**config.mk**
```make
export PLATFORM = sky130hd
export DESIGN_NAME = spc_ctrl
export DESIGN_NICKNAME = d
export VERILOG_FILES = /design/src/include/spc_pkg.sv /design/src/rtl/spc_ctrl.sv
export VERILOG_INCLUDE_DIRS = /design/src /design/src/include
export SDC_FILE = /design/constraint.sdc
export NUM_CORES = 1
export LEC_CHECK = 0
export BUFFER_PORTS_ARGS = -buffer_cell sky130_fd_sc_hd__buf_2
export CORE_ASPECT_RATIO = 0.75
export CORE_MARGIN = 2
export CORE_UTILIZATION = 40
export DETAILED_ROUTE_END_ITERATION = 8
export GPL_ROUTABILITY_DRIVEN = 0
export PLACE_DENSITY = 0.69
export SYNTH_ARGS = -nofsm -noshare
export SYNTH_HDL_FRONTEND = slang
export SYNTH_SLANG_ARGS = --single-unit
export TNS_END_PERCENT = 10
```
**constraint.sdc**
```tcl
create_clock -name aclk -period 3.36 [get_ports aclk]
set_clock_uncertainty 0.05 [all_clocks]
set_input_delay 0.168 -clock aclk [delete_from_list [all_inputs] [get_ports aclk]]
set_output_delay 0.168 -clock aclk [all_outputs]
set_load 0.01 [all_outputs]
```
**src/include/spc_consts.svh**
```systemverilog
// register map, field positions and timing counts of the port control block
//
// Behaviour
// - bus takes 8-, 16- and 32-bit writes through per-byte strobes
// - protected fields change only while the port is disabled
// - bit 30 picks shift order: 0 msb first, 1 lsb first
// - bit 29 sets serial clock idle level, low or high
// - bit 28 picks sampling on leading or trailing edge
// - polarity and phase give four transfer modes
// - frame format bits 27:24: 0x0 plain, 0x2 address-led, slave only
// - address-led frames compare first byte with the match address
// - bits 21:20 pick which pad feeds the serial input line
// - serial input is master-in as master, master-out as slave
// - serial output drives master-out as master, master-in as slave
// - bits 17:16 map output, clock and slave-select pads
// - slave select pad follows bits 17:16 only in slave mode
// - bit 8 times the overrun flag: in stream or at once
// - slave without run-in-standby drops all reception in standby
// - slave with run-in-standby keeps transferring, wakes on receive
// - master without run-in-standby stops core clock after transfer
// - master with run-in-standby keeps core clock, wakes on byte complete
// - configuration fields act at once, only enable and reset sync
// - mode field 0x2 is slave, 0x3 is master
// - soft reset returns registers to reset, disables, beats other writes
// - enable reads back at once, busy flag until sync completes
`ifndef SPC_CONSTS_SVH
`define SPC_CONSTS_SVH
`define SPC_OFF_CTRL 8'h00
`define SPC_OFF_STAT 8'h04
`define SPC_OFF_TXD 8'h08
`define SPC_OFF_RXD 8'h0C
`define SPC_OFF_MADR 8'h10
`define SPC_CTRL_RST 32'h0000_0000
`define SPC_CTRL_WMASK 32'h7F33_019E
`define SPC_B_SOFT_RESET_REQUEST 0
`define SPC_B_EN 1
`define SPC_B_RUNSB 7
`define SPC_B_OVERFLOW_NOTIFY_TIMING 8
`define SPC_B_CLOCK_SAMPLE_PHASE 28
`define SPC_B_CLOCK_IDLE_LEVEL 29
`define SPC_B_LSB 30
`define SPC_MODE_SLV 3'h2
`define SPC_MODE_MST 3'h3
`define SPC_FRAME_FORMAT_ADDR 4'h2
`define SPC_ST_OVF 2
`define SPC_SYNC 4
`define SPC_DIV 4
`define SPC_LAST_EDGE 4'hF
`define SPC_OKAY 2'b00
`define SPC_SLVERR 2'b10
`define SPC_DECERR 2'b11
`endif

```
**src/include/spc_pkg.sv**
```systemverilog
// types of the port control block
package spc_pkg;
  typedef enum logic [0:0] {SPC_IDLE, SPC_RUN} spc_mst_t;
  typedef struct packed {
    logic [31:0] ctrl;
    logic en_core;
    logic pend_en;
    logic pend_rst;
    logic [3:0] scnt;
    logic aw_ok;
    logic w_ok;
    logic [7:0] awa;
    logic [31:0] wd;
    logic [3:0] ws;
    logic awready;
    logic wready;
    logic bvalid;
    logic [1:0] bresp;
    logic arready;
    logic rvalid;
    logic [1:0] rresp;
    logic [31:0] rdata;
    logic [3:0] p1;
    logic [3:0] p2;
    logic sck_q;
    spc_mst_t mst;
    logic [7:0] div;
    logic mclk;
    logic [3:0] ecnt;
    logic [7:0] tsh;
    logic [7:0] rsh;
    logic [7:0] txb;
    logic [7:0] rxb;
    logic [7:0] madr;
    logic txf;
    logic rxv;
    logic ovf;
    logic ovf_pend;
    logic first;
    logic hit;
    logic [3:0] pad_out;
    logic [3:0] pad_oe;
    logic clk_req;
    logic wake;
  } spc_st_t;
endpackage : spc_pkg

```
**src/rtl/spc_ctrl.sv**
```systemverilog
// serial port control register, pad routing and byte shift engine
//
// Added by the designer: the AXI4-Lite register port.
`timescale 1ns/1ns
`include "spc_consts.svh"
module spc_ctrl #(
  parameter int DIV = `SPC_DIV,
  parameter int SYNC = `SPC_SYNC
) (
  input wire logic aclk, // bus and core clock
  input wire logic aresetn, // synchronous reset
  input wire logic [7:0] s_axi_awaddr, // write address
  input wire logic s_axi_awvalid, // write address valid
  output logic s_axi_awready, // write address ready
  input wire logic [31:0] s_axi_wdata, // write data
  input wire logic [3:0] s_axi_wstrb, // byte strobes
  input wire logic s_axi_wvalid, // write data valid
  output logic s_axi_wready, // write data ready
  output logic [1:0] s_axi_bresp, // write response
  output logic s_axi_bvalid, // write response valid
  input wire logic s_axi_bready, // write response ready
  input wire logic [7:0] s_axi_araddr, // read address
  input wire logic s_axi_arvalid, // read address valid
  output logic s_axi_arready, // read address ready
  output logic [31:0] s_axi_rdata, // read data
  output logic [1:0] s_axi_rresp, // read response
  output logic s_axi_rvalid, // read data valid
  input wire logic s_axi_rready, // read data ready
  input wire logic [3:0] pad_in, // pad levels from outside
  output logic [3:0] pad_out, // pad drive levels
  output logic [3:0] pad_oe, // pad drive enables
  input wire logic standby, // system in standby sleep
  output logic core_clock_req, // core clock wanted
  output logic wake_req // wake pulse
);
  import spc_pkg::*;

  spc_st_t s;
  spc_st_t n;

  // byte strobes widened to a bit mask
  function automatic logic [31:0] strb_mask(input logic [3:0] st);
    logic [31:0] m;
    m = '0;
    for (int i = 0; i < 4; i++) begin
      m[i*8 +: 8] = {8{st[i]}};
    end
    return m;
  endfunction : strb_mask

  // output, clock and select pads per pinout code
  function automatic logic [5:0] pad_map(input logic [1:0] sel);
    case (sel)
      2'd0: pad_map = {2'd0, 2'd1, 2'd2};
      2'd1: pad_map = {2'd2, 2'd3, 2'd1};
      2'd2: pad_map = {2'd3, 2'd1, 2'd2};
      default: pad_map = {2'd0, 2'd3, 2'd1};
    endcase
  endfunction : pad_map

  // shift one bit into a byte in the chosen order
  function automatic logic [7:0] shift_in(input logic [7:0] v, input logic b, input logic lsb_first);
    return lsb_first ? {b, v[7:1]} : {v[6:0], b};
  endfunction : shift_in

  // configuration decode, read straight from the register without sync
  logic lsb;
  logic clock_idle_level;
  logic clock_sample_phase;
  logic overflow_notify_timing;
  logic runsb;
  logic master;
  logic slave;
  logic addr_fmt;
  logic [1:0] do_p;
  logic [1:0] sck_p;
  logic [1:0] ss_p;
  logic di;
  logic sck_in;
  logic ss_n_in;
  logic prot;
  logic drop;
  logic out_bit;
  assign lsb = s.ctrl[`SPC_B_LSB];
  assign clock_idle_level = s.ctrl[`SPC_B_CLOCK_IDLE_LEVEL];
  assign clock_sample_phase = s.ctrl[`SPC_B_CLOCK_SAMPLE_PHASE];
  assign overflow_notify_timing = s.ctrl[`SPC_B_OVERFLOW_NOTIFY_TIMING];
  assign runsb = s.ctrl[`SPC_B_RUNSB];
  assign master = s.en_core && (s.ctrl[4:2] == `SPC_MODE_MST);
  assign slave = s.en_core && (s.ctrl[4:2] == `SPC_MODE_SLV);
  assign addr_fmt = s.ctrl[27:24] == `SPC_FRAME_FORMAT_ADDR;
  assign {do_p, sck_p, ss_p} = pad_map(s.ctrl[17:16]);
  assign di = s.p2[s.ctrl[21:20]];
  assign sck_in = s.p2[sck_p];
  assign ss_n_in = s.p2[ss_p];
  assign prot = s.ctrl[`SPC_B_EN] || s.en_core;
  assign drop = slave && standby && !runsb;
  assign out_bit = lsb ? s.tsh[0] : s.tsh[7];

  // all next-state logic
  always_comb begin
    logic [31:0] m;
    logic [31:0] nc;
    logic ev;
    logic lead;
    logic smp;
    logic chg;
    logic done;
    logic act;
    logic [7:0] rnew;
    logic [7:0] rx_byte;
    logic [3:0] po;
    logic [3:0] oe;
    m = '0;
    nc = '0;
    ev = 1'b0;
    lead = 1'b0;
    smp = 1'b0;
    chg = 1'b0;
    done = 1'b0;
    act = 1'b0;
    rnew = '0;
    rx_byte = '0;
    po = '0;
    oe = '0;
    n = s;
    n.wake = 1'b0;
    // pads pass two flops before use
    n.p1 = pad_in;
    n.p2 = s.p1;

    // write address and data are taken in either order
    if (s_axi_awvalid && s.awready) begin
      n.aw_ok = 1'b1;
      n.awa = {s_axi_awaddr[7:2], 2'b00};
    end
    if (s_axi_wvalid && s.wready) begin
      n.w_ok = 1'b1;
      n.wd = s_axi_wdata;
      n.ws = s_axi_wstrb;
    end
    if (s.bvalid && s_axi_bready) begin
      n.bvalid = 1'b0;
    end
    // write takes effect once both halves are in
    if (s.aw_ok && s.w_ok && !s.bvalid) begin
      n.aw_ok = 1'b0;
      n.w_ok = 1'b0;
      n.bvalid = 1'b1;
      n.bresp = `SPC_OKAY;
      m = strb_mask(s.ws);
      if (s.pend_rst) begin
        // registers are frozen while the reset runs
        n.bresp = `SPC_SLVERR;
      end else if (s.awa == `SPC_OFF_CTRL) begin
        if (s.ws[0] && s.wd[`SPC_B_SOFT_RESET_REQUEST]) begin
          // soft reset discards the rest of this write
          n.ctrl = `SPC_CTRL_RST;
          n.ctrl[`SPC_B_SOFT_RESET_REQUEST] = 1'b1;
          n.pend_rst = 1'b1;
          n.scnt = 4'(SYNC);
        end else begin
          if (prot) begin
            m = m & (32'h1 << `SPC_B_EN);
          end
          m = m & `SPC_CTRL_WMASK;
          nc = (s.ctrl & ~m) | (s.wd & m);
          n.ctrl = nc;
          if (nc[`SPC_B_EN] != s.ctrl[`SPC_B_EN]) begin
            n.pend_en = 1'b1;
            n.scnt = 4'(SYNC);
          end
        end
      end else if (s.awa == `SPC_OFF_STAT) begin
        if (s.ws[0] && s.wd[`SPC_ST_OVF]) begin
          n.ovf = 1'b0;
        end
      end else if (s.awa == `SPC_OFF_TXD) begin
        if (s.ws[0]) begin
          n.txb = s.wd[7:0];
          n.txf = 1'b1;
        end
      end else if (s.awa == `SPC_OFF_MADR) begin
        if (s.ws[0] && !prot) begin
          n.madr = s.wd[7:0];
        end
      end else if (s.awa != `SPC_OFF_RXD) begin
        n.bresp = `SPC_DECERR;
      end
    end
    n.awready = !n.aw_ok;
    n.wready = !n.w_ok;

    // reads answer one cycle after the address is taken
    if (s.rvalid && s_axi_rready) begin
      n.rvalid = 1'b0;
    end
    if (s_axi_arvalid && s.arready) begin
      n.rvalid = 1'b1;
      n.rresp = `SPC_OKAY;
      n.rdata = '0;
      if (s_axi_araddr[7:2] == `SPC_OFF_CTRL >> 2) begin
        n.rdata = s.ctrl;
      end else if (s_axi_araddr[7:2] == `SPC_OFF_STAT >> 2) begin
        n.rdata = {24'h0, (s.mst == SPC_RUN), s.en_core, s.hit, s.txf,
                   s.rxv, s.ovf, s.pend_en, s.pend_rst};
      end else if (s_axi_araddr[7:2] == `SPC_OFF_TXD >> 2) begin
        n.rdata = {24'h0, s.txb};
      end else if (s_axi_araddr[7:2] == `SPC_OFF_RXD >> 2) begin
        n.rdata = {24'h0, s.rxb};
        n.rxv = 1'b0;
        // in-stream notice: flag lands where the lost byte would be
        if (s.ovf_pend) begin
          n.ovf = 1'b1;
          n.ovf_pend = 1'b0;
        end
      end else if (s_axi_araddr[7:2] == `SPC_OFF_MADR >> 2) begin
        n.rdata = {24'h0, s.madr};
      end else begin
        n.rresp = `SPC_DECERR;
      end
    end
    n.arready = !n.rvalid;

    // edge finder: master ticks its own divider, slave watches the pad
    n.sck_q = sck_in;
    act = slave && !ss_n_in && !drop;
    if (master) begin
      ev = (s.mst == SPC_RUN) && (s.div == 8'h00);
      lead = s.mclk == clock_idle_level;
    end else begin
      ev = act && (sck_in != s.sck_q);
      lead = s.sck_q == clock_idle_level;
    end
    smp = ev && (lead ^ clock_sample_phase);
    chg = ev && !(lead ^ clock_sample_phase) && (s.ecnt != 4'h0);
    done = ev && (s.ecnt == `SPC_LAST_EDGE);
    rnew = shift_in(s.rsh, di, lsb);
    rx_byte = smp ? rnew : s.rsh;
    if (ev) begin
      n.ecnt = s.ecnt + 4'h1;
    end
    if (smp) begin
      n.rsh = rnew;
    end
    if (chg) begin
      n.tsh = lsb ? {1'b0, s.tsh[7:1]} : {s.tsh[6:0], 1'b0};
    end

    // master divider and clock level
    if (s.mst == SPC_RUN) begin
      n.div = (s.div == 8'h00) ? 8'(DIV - 1) : s.div - 8'h01;
      if (ev) begin
        n.mclk = !s.mclk;
      end
    end else begin
      n.mclk = clock_idle_level;
    end
    // a new master byte waits while the core clock is to stop
    if (master && (s.mst == SPC_IDLE) && s.txf && !(standby && !runsb)) begin
      n.mst = SPC_RUN;
      n.tsh = s.txb;
      n.txf = 1'b0;
      n.div = 8'(DIV - 1);
      n.ecnt = 4'h0;
    end

    // slave frame boundary, or reception dropped in standby
    if (slave && !act) begin
      n.ecnt = 4'h0;
      n.first = 1'b1;
      if (ss_n_in) begin
        n.hit = 1'b0;
      end
      if (s.txf && ss_n_in) begin
        n.tsh = s.txb;
        n.txf = 1'b0;
      end
    end

    // byte complete: address check or delivery to the receive buffer
    if (done) begin
      n.ecnt = 4'h0;
      if (master) begin
        n.mst = SPC_IDLE;
      end else if (s.txf) begin
        n.tsh = s.txb;
        n.txf = 1'b0;
      end
      if (slave && addr_fmt && s.first) begin
        n.first = 1'b0;
        n.hit = rx_byte == s.madr;
      end else if (!(slave && addr_fmt) || s.hit) begin
        // set beats a read clearing the buffer in this cycle
        if (s.rxv && n.rxv) begin
          if (overflow_notify_timing) begin
            n.ovf = 1'b1;
          end else begin
            n.ovf_pend = 1'b1;
          end
        end else begin
          n.rxb = rx_byte;
          n.rxv = 1'b1;
        end
        n.wake = standby;
      end
    end

    // pads: only the routed pads are driven
    if (master) begin
      po[do_p] = out_bit;
      oe[do_p] = 1'b1;
      po[sck_p] = s.mclk;
      oe[sck_p] = 1'b1;
    end else if (act) begin
      po[do_p] = out_bit;
      oe[do_p] = 1'b1;
    end
    n.pad_out = po;
    n.pad_oe = oe;
    // core clock kept on in standby only if asked, or to finish a byte
    n.clk_req = s.en_core && (runsb || !standby || (s.mst == SPC_RUN));

    // synchronised enable and soft reset complete after a fixed delay
    if (s.pend_rst || s.pend_en) begin
      if (s.scnt == 4'h0) begin
        n.pend_en = 1'b0;
        n.en_core = s.ctrl[`SPC_B_EN];
        if (s.pend_rst) begin
          n.ctrl = `SPC_CTRL_RST;
          n.pend_rst = 1'b0;
          n.en_core = 1'b0;
          n.txf = 1'b0;
          n.rxv = 1'b0;
          n.ovf = 1'b0;
          n.ovf_pend = 1'b0;
          n.madr = '0;
          n.txb = '0;
          n.rxb = '0;
          n.mst = SPC_IDLE;
          n.ecnt = 4'h0;
          n.hit = 1'b0;
        end
      end else begin
        n.scnt = s.scnt - 4'h1;
      end
    end
  end

  // single state register
  always_ff @(posedge aclk) begin
    if (!aresetn) begin
      s <= '0;
    end else begin
      s <= n;
    end
  end

  // outputs come straight from the state flops
  assign s_axi_awready = s.awready;
  assign s_axi_wready = s.wready;
  assign s_axi_bresp = s.bresp;
  assign s_axi_bvalid = s.bvalid;
  assign s_axi_arready = s.arready;
  assign s_axi_rdata = s.rdata;
  assign s_axi_rresp = s.rresp;
  assign s_axi_rvalid = s.rvalid;
  assign pad_out = s.pad_out;
  assign pad_oe = s.pad_oe;
  assign core_clock_req = s.clk_req;
  assign wake_req = s.wake;
endmodule : spc_ctrl

```
# Yosys cells after proc, flatten, opt, wreduce, memory -nomap -nowiden
# Index checks and enable logic that the tools add are counted.
[word_totals] reg_bits=203 in_bits=64 output_inout_bits=51
[classes] n_addsub=3 order_cmp=6 eq_ne=20 n_mux=138 n_bitwise=11 reduce_logical=64
[ops] op="8-bit 2-to-1 mux" n=27
[ops] op="32-bit 2-to-1 mux" n=5
[ops] op="31-bit 2-to-1 mux" n=5
[ops] op="28-bit 2-to-1 mux" n=3
[ops] op="35-bit 2-to-1 mux" n=2
[ops] op="9-bit 2-to-1 mux" n=5
[ops] op="4-bit 2-to-1 mux" n=11
[ops] op="1-bit 2-to-1 mux" n=42
[ops] op="39-bit 2-to-1 mux" n=1
[ops] op="12-bit 2-to-1 mux" n=3
[ops] op="1-bit logical AND" n=34
[ops] op="33-bit 2-to-1 mux" n=1
[ops] op="32-bit by 31-bit AND with 32-bit output" n=1
[ops] op="32-bit AND" n=1
[ops] op="31-bit NOT with 32-bit output" n=1
[ops] op="32-bit OR" n=1
[ops] op="2-bit 2-to-1 mux" n=15
[ops] op="3-bit 2-to-1 mux" n=8
[ops] op="6-bit by 2-bit == test with 1-bit output, second input constant" n=3
[ops] op="6-bit 2-to-1 mux" n=3
[ops] op="6-bit case mux with 3 select lines" n=1
[ops] op="8-bit logical NOT" n=2
[ops] op="1-bit logical NOT" n=14
[ops] op="6-bit by 1-bit == test with 1-bit output, second input constant" n=2
[ops] op="32 further kinds" n=51

# Logic depth before layout (Yosys ltp)
[depth] depth_word=21 ltp_mapped=12 ltp_nobuf=10

# Least setup slack after synthesis
# OpenSTA, ideal clock, no wires.
[synth_path] path_kind="reg-to-reg" from="register s[190] in the netlist's numbering" to="register s[51] in the netlist's numbering" arrival_ns=2.945 t_required_ns=3.182 slack_ns=0.237 stages_incl_launch_ff=13 n_path_buf=2 period_less_slack_ns=3.123 cell_sequence="dfxtp_1 -> inv_1 -> ha_1 -> mux2_1 -> a211o_2 -> o21ai_1 -> and2_2 -> buf_2 -> and2_1 -> buf_2 -> mux2_2 -> mux2i_1 -> nor2_1"
[synth_via] elab_chain_cells=18 word_cells_on_any_way=27 classes_between="3 x eq/ne; 13 x mux; 11 x reduce/logical"
[synth_lines] item="start, declared" line="spc_ctrl.sv:38" rtl="spc_st_t s;"
[synth_lines] item="start signal, assigned" line="spc_ctrl.sv:355" rtl="s <= n;"
[synth_lines] item="2-bit == test, or another cell as far along" line="spc_ctrl.sv:53" rtl="case (sel)"
[synth_lines] item="6-bit case mux with 3 select lines (*)" line="spc_ctrl.sv:53"
[synth_lines] item="1-bit binary-select mux with 2-bit select" line="spc_ctrl.sv:95" rtl="assign ss_n_in = s.p2[ss_p];"
[synth_lines] item="1-bit 2-to-1 mux (not written as such)" line="spc_ctrl.sv:95"
[synth_lines] item="1-bit logical NOT" line="spc_ctrl.sv:227" rtl="act = slave && !ss_n_in && !drop;"
[synth_lines] item="1-bit logical AND (2 in series)" line="spc_ctrl.sv:227"
[synth_lines] item="1-bit logical AND" line="spc_ctrl.sv:232" rtl="ev = act && (sck_in != s.sck_q);"
[synth_lines] item="1-bit 2-to-1 mux" line="spc_ctrl.sv:228" rtl="if (master) begin"
[synth_lines] item="1-bit logical AND (2 in series)" line="spc_ctrl.sv:236" rtl="chg = ev && !(lead ^ clock_sample_phase) && (s.ecnt != 4'h0);"
[synth_lines] item="8-bit 2-to-1 mux" line="spc_ctrl.sv:246" rtl="if (chg) begin"
[synth_lines] item="12-bit 2-to-1 mux" line="spc_ctrl.sv:260" rtl="if (master && (s.mst == SPC_IDLE) && s.txf && !(standby && !runsb)) begin"
[synth_lines] item="8-bit 2-to-1 mux" line="spc_ctrl.sv:275" rtl="if (s.txf && ss_n_in) begin"
[synth_lines] item="12-bit 2-to-1 mux" line="spc_ctrl.sv:269" rtl="if (slave && !act) begin"
[synth_lines] item="8-bit 2-to-1 mux" line="spc_ctrl.sv:286" rtl="end else if (s.txf) begin"
[synth_lines] item="8-bit 2-to-1 mux" line="spc_ctrl.sv:284" rtl="if (master) begin"
[synth_lines] item="12-bit 2-to-1 mux (*)" line="spc_ctrl.sv:282" rtl="if (done) begin"
# Mark *: on every way between the ends. The rest lies on a longest branch, timed or not. The select of a mux whose other input is x is not followed.
# A chain may end at the register's enable or synchronous reset.

# Worst setup path in the final report
[layout_path] from="register s[190] in the netlist's numbering" to="register s[10] in the netlist's numbering"
[layout_via] elab_chain_cells=17 word_cells_on_any_way=27 classes_between="4 x eq/ne; 14 x mux; 9 x reduce/logical"
[layout_lines] item="2-bit == test, or another cell as far along" line="spc_ctrl.sv:53"
[layout_lines] item="6-bit case mux with 3 select lines (*)" line="spc_ctrl.sv:53"
[layout_lines] item="1-bit binary-select mux with 2-bit select" line="spc_ctrl.sv:95"
[layout_lines] item="1-bit 2-to-1 mux (not written as such)" line="spc_ctrl.sv:95"
[layout_lines] item="1-bit logical NOT" line="spc_ctrl.sv:227"
[layout_lines] item="1-bit logical AND (2 in series)" line="spc_ctrl.sv:227"
[layout_lines] item="1-bit logical AND" line="spc_ctrl.sv:232"
[layout_lines] item="1-bit 2-to-1 mux" line="spc_ctrl.sv:228"
[layout_lines] item="1-bit logical AND" line="spc_ctrl.sv:235" rtl="smp = ev && (lead ^ clock_sample_phase);"
[layout_lines] item="8-bit 2-to-1 mux"
[layout_lines] item="8-bit == test" line="spc_ctrl.sv:292" rtl="n.hit = rx_byte == s.madr;"
[layout_lines] item="2-bit 2-to-1 mux" line="spc_ctrl.sv:290" rtl="if (slave && addr_fmt && s.first) begin"
[layout_lines] item="6-bit 2-to-1 mux (*)" line="spc_ctrl.sv:282"
[layout_lines] item="1-bit 2-to-1 mux" line="spc_ctrl.sv:329" rtl="if (s.pend_rst) begin"
[layout_lines] item="1-bit 2-to-1 mux" line="spc_ctrl.sv:326" rtl="if (s.scnt == 4'h0) begin"
[layout_lines] item="1-bit 2-to-1 mux (*)" line="spc_ctrl.sv:325" rtl="if (s.pend_rst || s.pend_en) begin"
# Marks and branches as above.

==> out/qor.txt <==
Core area: 20300 µm²
Wl on met1: 10100 µm
Number of synthesized flops with an enable pin: 0
Crit. End Element: register
Worst hold endpoint: s_axi_rvalid$_SDFF_PN0_
Final period utilization: 92.3%
Hold Crit Start: s_axi_rready
Slowest-stage cell, CP: or4_1
Crit Path Class: register to register
PortBufs: 98
Slew at the pin with the worst max-slew slack: 1140 ps
PD cells: 490 nW/µm²
DRT Wirelength: 20500 µm
Initial Util: 40.8%
Clock slew at reported path FFs: 70 ps
Critical path buffers and inverters: 1
Reg2reg setup slack: 260 ps
Die Wd: 170 µm
Syn_nets: 996
Switching share of power: 21.8%
Routed vias: 6710
Final core occ: 47.9%
Pin count of the biggest net entering global routing: 57
Wire length on met2: 8860 µm
#FFs+latches synth: 190
Flop pwr share: 48.6%
Syn. warnings: 0
Syn_area_per_cell: 8.98 µm²
VDD IR max: 327 µV
Sequential area share after synthesis: 46.0%
Fin cells: 1272
Starting DRT DRC Count: 490
Hpwl dp: 14700 µm
P_int: 3.72 mW
Post-synthesis cell count: 921
Worst reg2reg path startpoint: s[190]$_SDFF_PN0_
Top Layer Used: met4
Final min period: 3100 ps
Final #Nets: 1078
CTS tree: built
Clock tree root buffer cell: clkbuf_16
Total CTS buffers: 17
First-pass GRT wire length: 32900 µm
Critical path arrival: 3410 ps
Type of the worst min-delay path: input port to register
Hold Vio Cnt, Final: 0
R2R cell count: 9
Die span in y: 129 µm
Max Slew Vio Count: 0
Worst-path maximum fanout: 8
N_diodes: 0
Drt first pass iters: 5
H-tree depth: 4
Post-synth ARST share: 0%
Outcome: finished clean
Die area: 21800 µm²
Area Growth Syn to Fin: 17.4%
Number of global-route vias before repair: 6171
Gr usage total: 19.3%
WL met3: 1400 µm
Worst path required time: 3670 ps
Slew Limit Headroom: 22.8%
Critical path, cell by cell: buf_4 > ha_1 > or3b_2 > a211o_2 > nand3_4 > nor3b_2 > nand3_1 > or4_1 > a21oi_1
WHS Path Cells: 3
Cells after DPL: 1206
GRT overflow: 0
Rows: 45
Delay-heaviest family, CP: simple AND/OR/NAND/NOR gates
DR WL/cell: 16.1 µm
Post-DR vias/cell: 5.28
Initial antenna violation count: 1
Synth Flop Type: dfxtp_1
Max-Cap Viols: 0
Clock buffer depth: 2
Static Leak: 4.02 nW
Startpoint types: register
Psw: 1.04 mW
Share of cells above drive strength 1: 18.2%
Post-route setup TNS: 0 ps
Comb power frac: 4.7%
Fmax: 0.323 GHz
RSZ-0062 raised after global routing: false
Critical Path Max Stage Delay: 560 ps
# setup viols final: 0
Hold_ws: 16.4 ps
Clock share of power: 46.7%
Synthesized area: 8270 µm²
Final antenna-violating net count: 0
Clock sink count: 190
I/O pins: 115
Overall power: 4.75 mW
DRC Markers: 0
Post-synth cell types: 70
Clock latency on the worst-skew pair: 430 ps
FF-to-FF End: s[10]$_SDFF_PN0_
[metrics by stage]
stage               worst slack (ps)  instance area [µm²]
floorplan                        237                 8270
CTS                              211                 9700
finish                           260                 9700
global route                    83.1                 9700
detailed placement               221                 8690
global placement                 256                 8690
[tightest hold or removal path: stages]
cell and delay [ps]:
buf_2 70, nand2b_1 130, a21oi_1 80
[repair_timing]
action | 4_1_cts | 5_1_grt
setup endpoints to repair | 0 | 5
resized for setup | 0 | 1
buffers inserted | 0 | 0
hold endpoints to repair | 36 | 0
hold buffers | 36 | 0
[Yosys cell counts (all sizes together), types with 3 or more instances]
master  number  area [µm²]
a211oi       6        45.0
a21oi       77         385
a221oi       4        35.0
a22oi       40         300
a31oi        5        31.3
and2        33         208
and3         3        18.8
buf         52         382
clkbuf      37         149
dfxtp      190        3800
ha          11         138
inv         18        67.6
mux2        15         169
mux2i       50         513
mux4         3        67.6
nand2       97         364
nand2b       7        43.8
nand3       16         105
nand3b       4        30.0
nand4        3        18.8
nand4b       4        35.0
nor2       126         473
nor2b        5        31.3
nor3        14        70.1
nor3b        7        57.6
nor4         6        37.5
o21a         4        30.0
o21ai       16        80.1
o311ai       3        26.3
or2          5        31.3
or3          3        18.8
or4          7        60.1
xnor2       13         114
xor2         8        70.1
[state kept, by name, summed over array words and instances, names as in the netlist, 2 cells and up]
register / count
s: 131
pad_oe: 4
s_axi_bresp: 2
pad_out: 4
n: 4
s_axi_rdata: 32
[per-layer routing]
metal	GRT usage (%)	vias to the layer above
li1	-	3322
met2	29.6	191
met5	0	-
met4	4.22	0
met1	27.6	3182
met3	5.08	15
[cell families (layout without fill, tap and decap cells)]
family	after synthesis	count (layout)	synth area share, %
buf+inv	108	201	7.34
mux	68	68	9.07
fa+ha+maj	11	11	1.66
xor+xnor	21	21	2.22
compound gates	175	175	13.4
flops	190	190	46.0
simple gates	348	348	20.3
[power groups by stage]
stage	logic [mW]	clock network, mW	registers (mW)
after CTS	0.224	2.24	2.31
after floorplan	0.126	0	2.35
final	0.222	2.22	2.31
after global routing	0.249	2.35	2.31
after detailed placement	0.191	0	2.36
after global placement	0.188	0	2.36
[how the worst max path moves through the flow]
stage	from	end	slack, ps	depth (start not counted)
2_1_floorplan	s[190]$_SDFF_PN0_	s[51]$_SDFF_PN0_	240	12
6_report	s[190]$_SDFF_PN0_	s[10]$_SDFF_PN0_	260	9
5_1_grt	s[189]$_SDFF_PN0_	s[13]$_SDFF_PN0_	80	10
3_3_place_gp	s[189]$_SDFF_PN0_	s[52]$_SDFF_PN0_	260	11
3_5_place_dp	s[189]$_SDFF_PN0_	s[53]$_SDFF_PN0_	220	11
4_1_cts	s[189]$_SDFF_PN0_	s[50]$_SDFF_PN0_	210	11
[cell type report]
| type | instances | area, µm² |
|---|---|---|
| repair buffers | 153 | 993 |
| multi-input cells | 623 | 3860 |
| well taps | 258 | 323 |
| inverters | 18 | 67.6 |
| clock inverters | 12 | 210 |
| flip-flops and latches | 190 | 3800 |
| clock buffers | 18 | 439 |
| fillers | 1898 | 10600 |
[cell usage in the layout, fill, tap and decap left out, drive strengths merged, types with 16 or more instances in the layout]
master / Yosys / layout
dfxtp: 190 / 190
buf: 52 / 117
and2: 33 / 33
nor2: 126 / 126
clkbuf: 37 / 18
mux2i: 50 / 50
nand3: 16 / 16
inv: 18 / 20
dlygate4sd3: 0 / 36
a22oi: 40 / 40
o21ai: 16 / 16
a21oi: 77 / 77
nand2: 97 / 97
(Power assumes the default switching activity.)
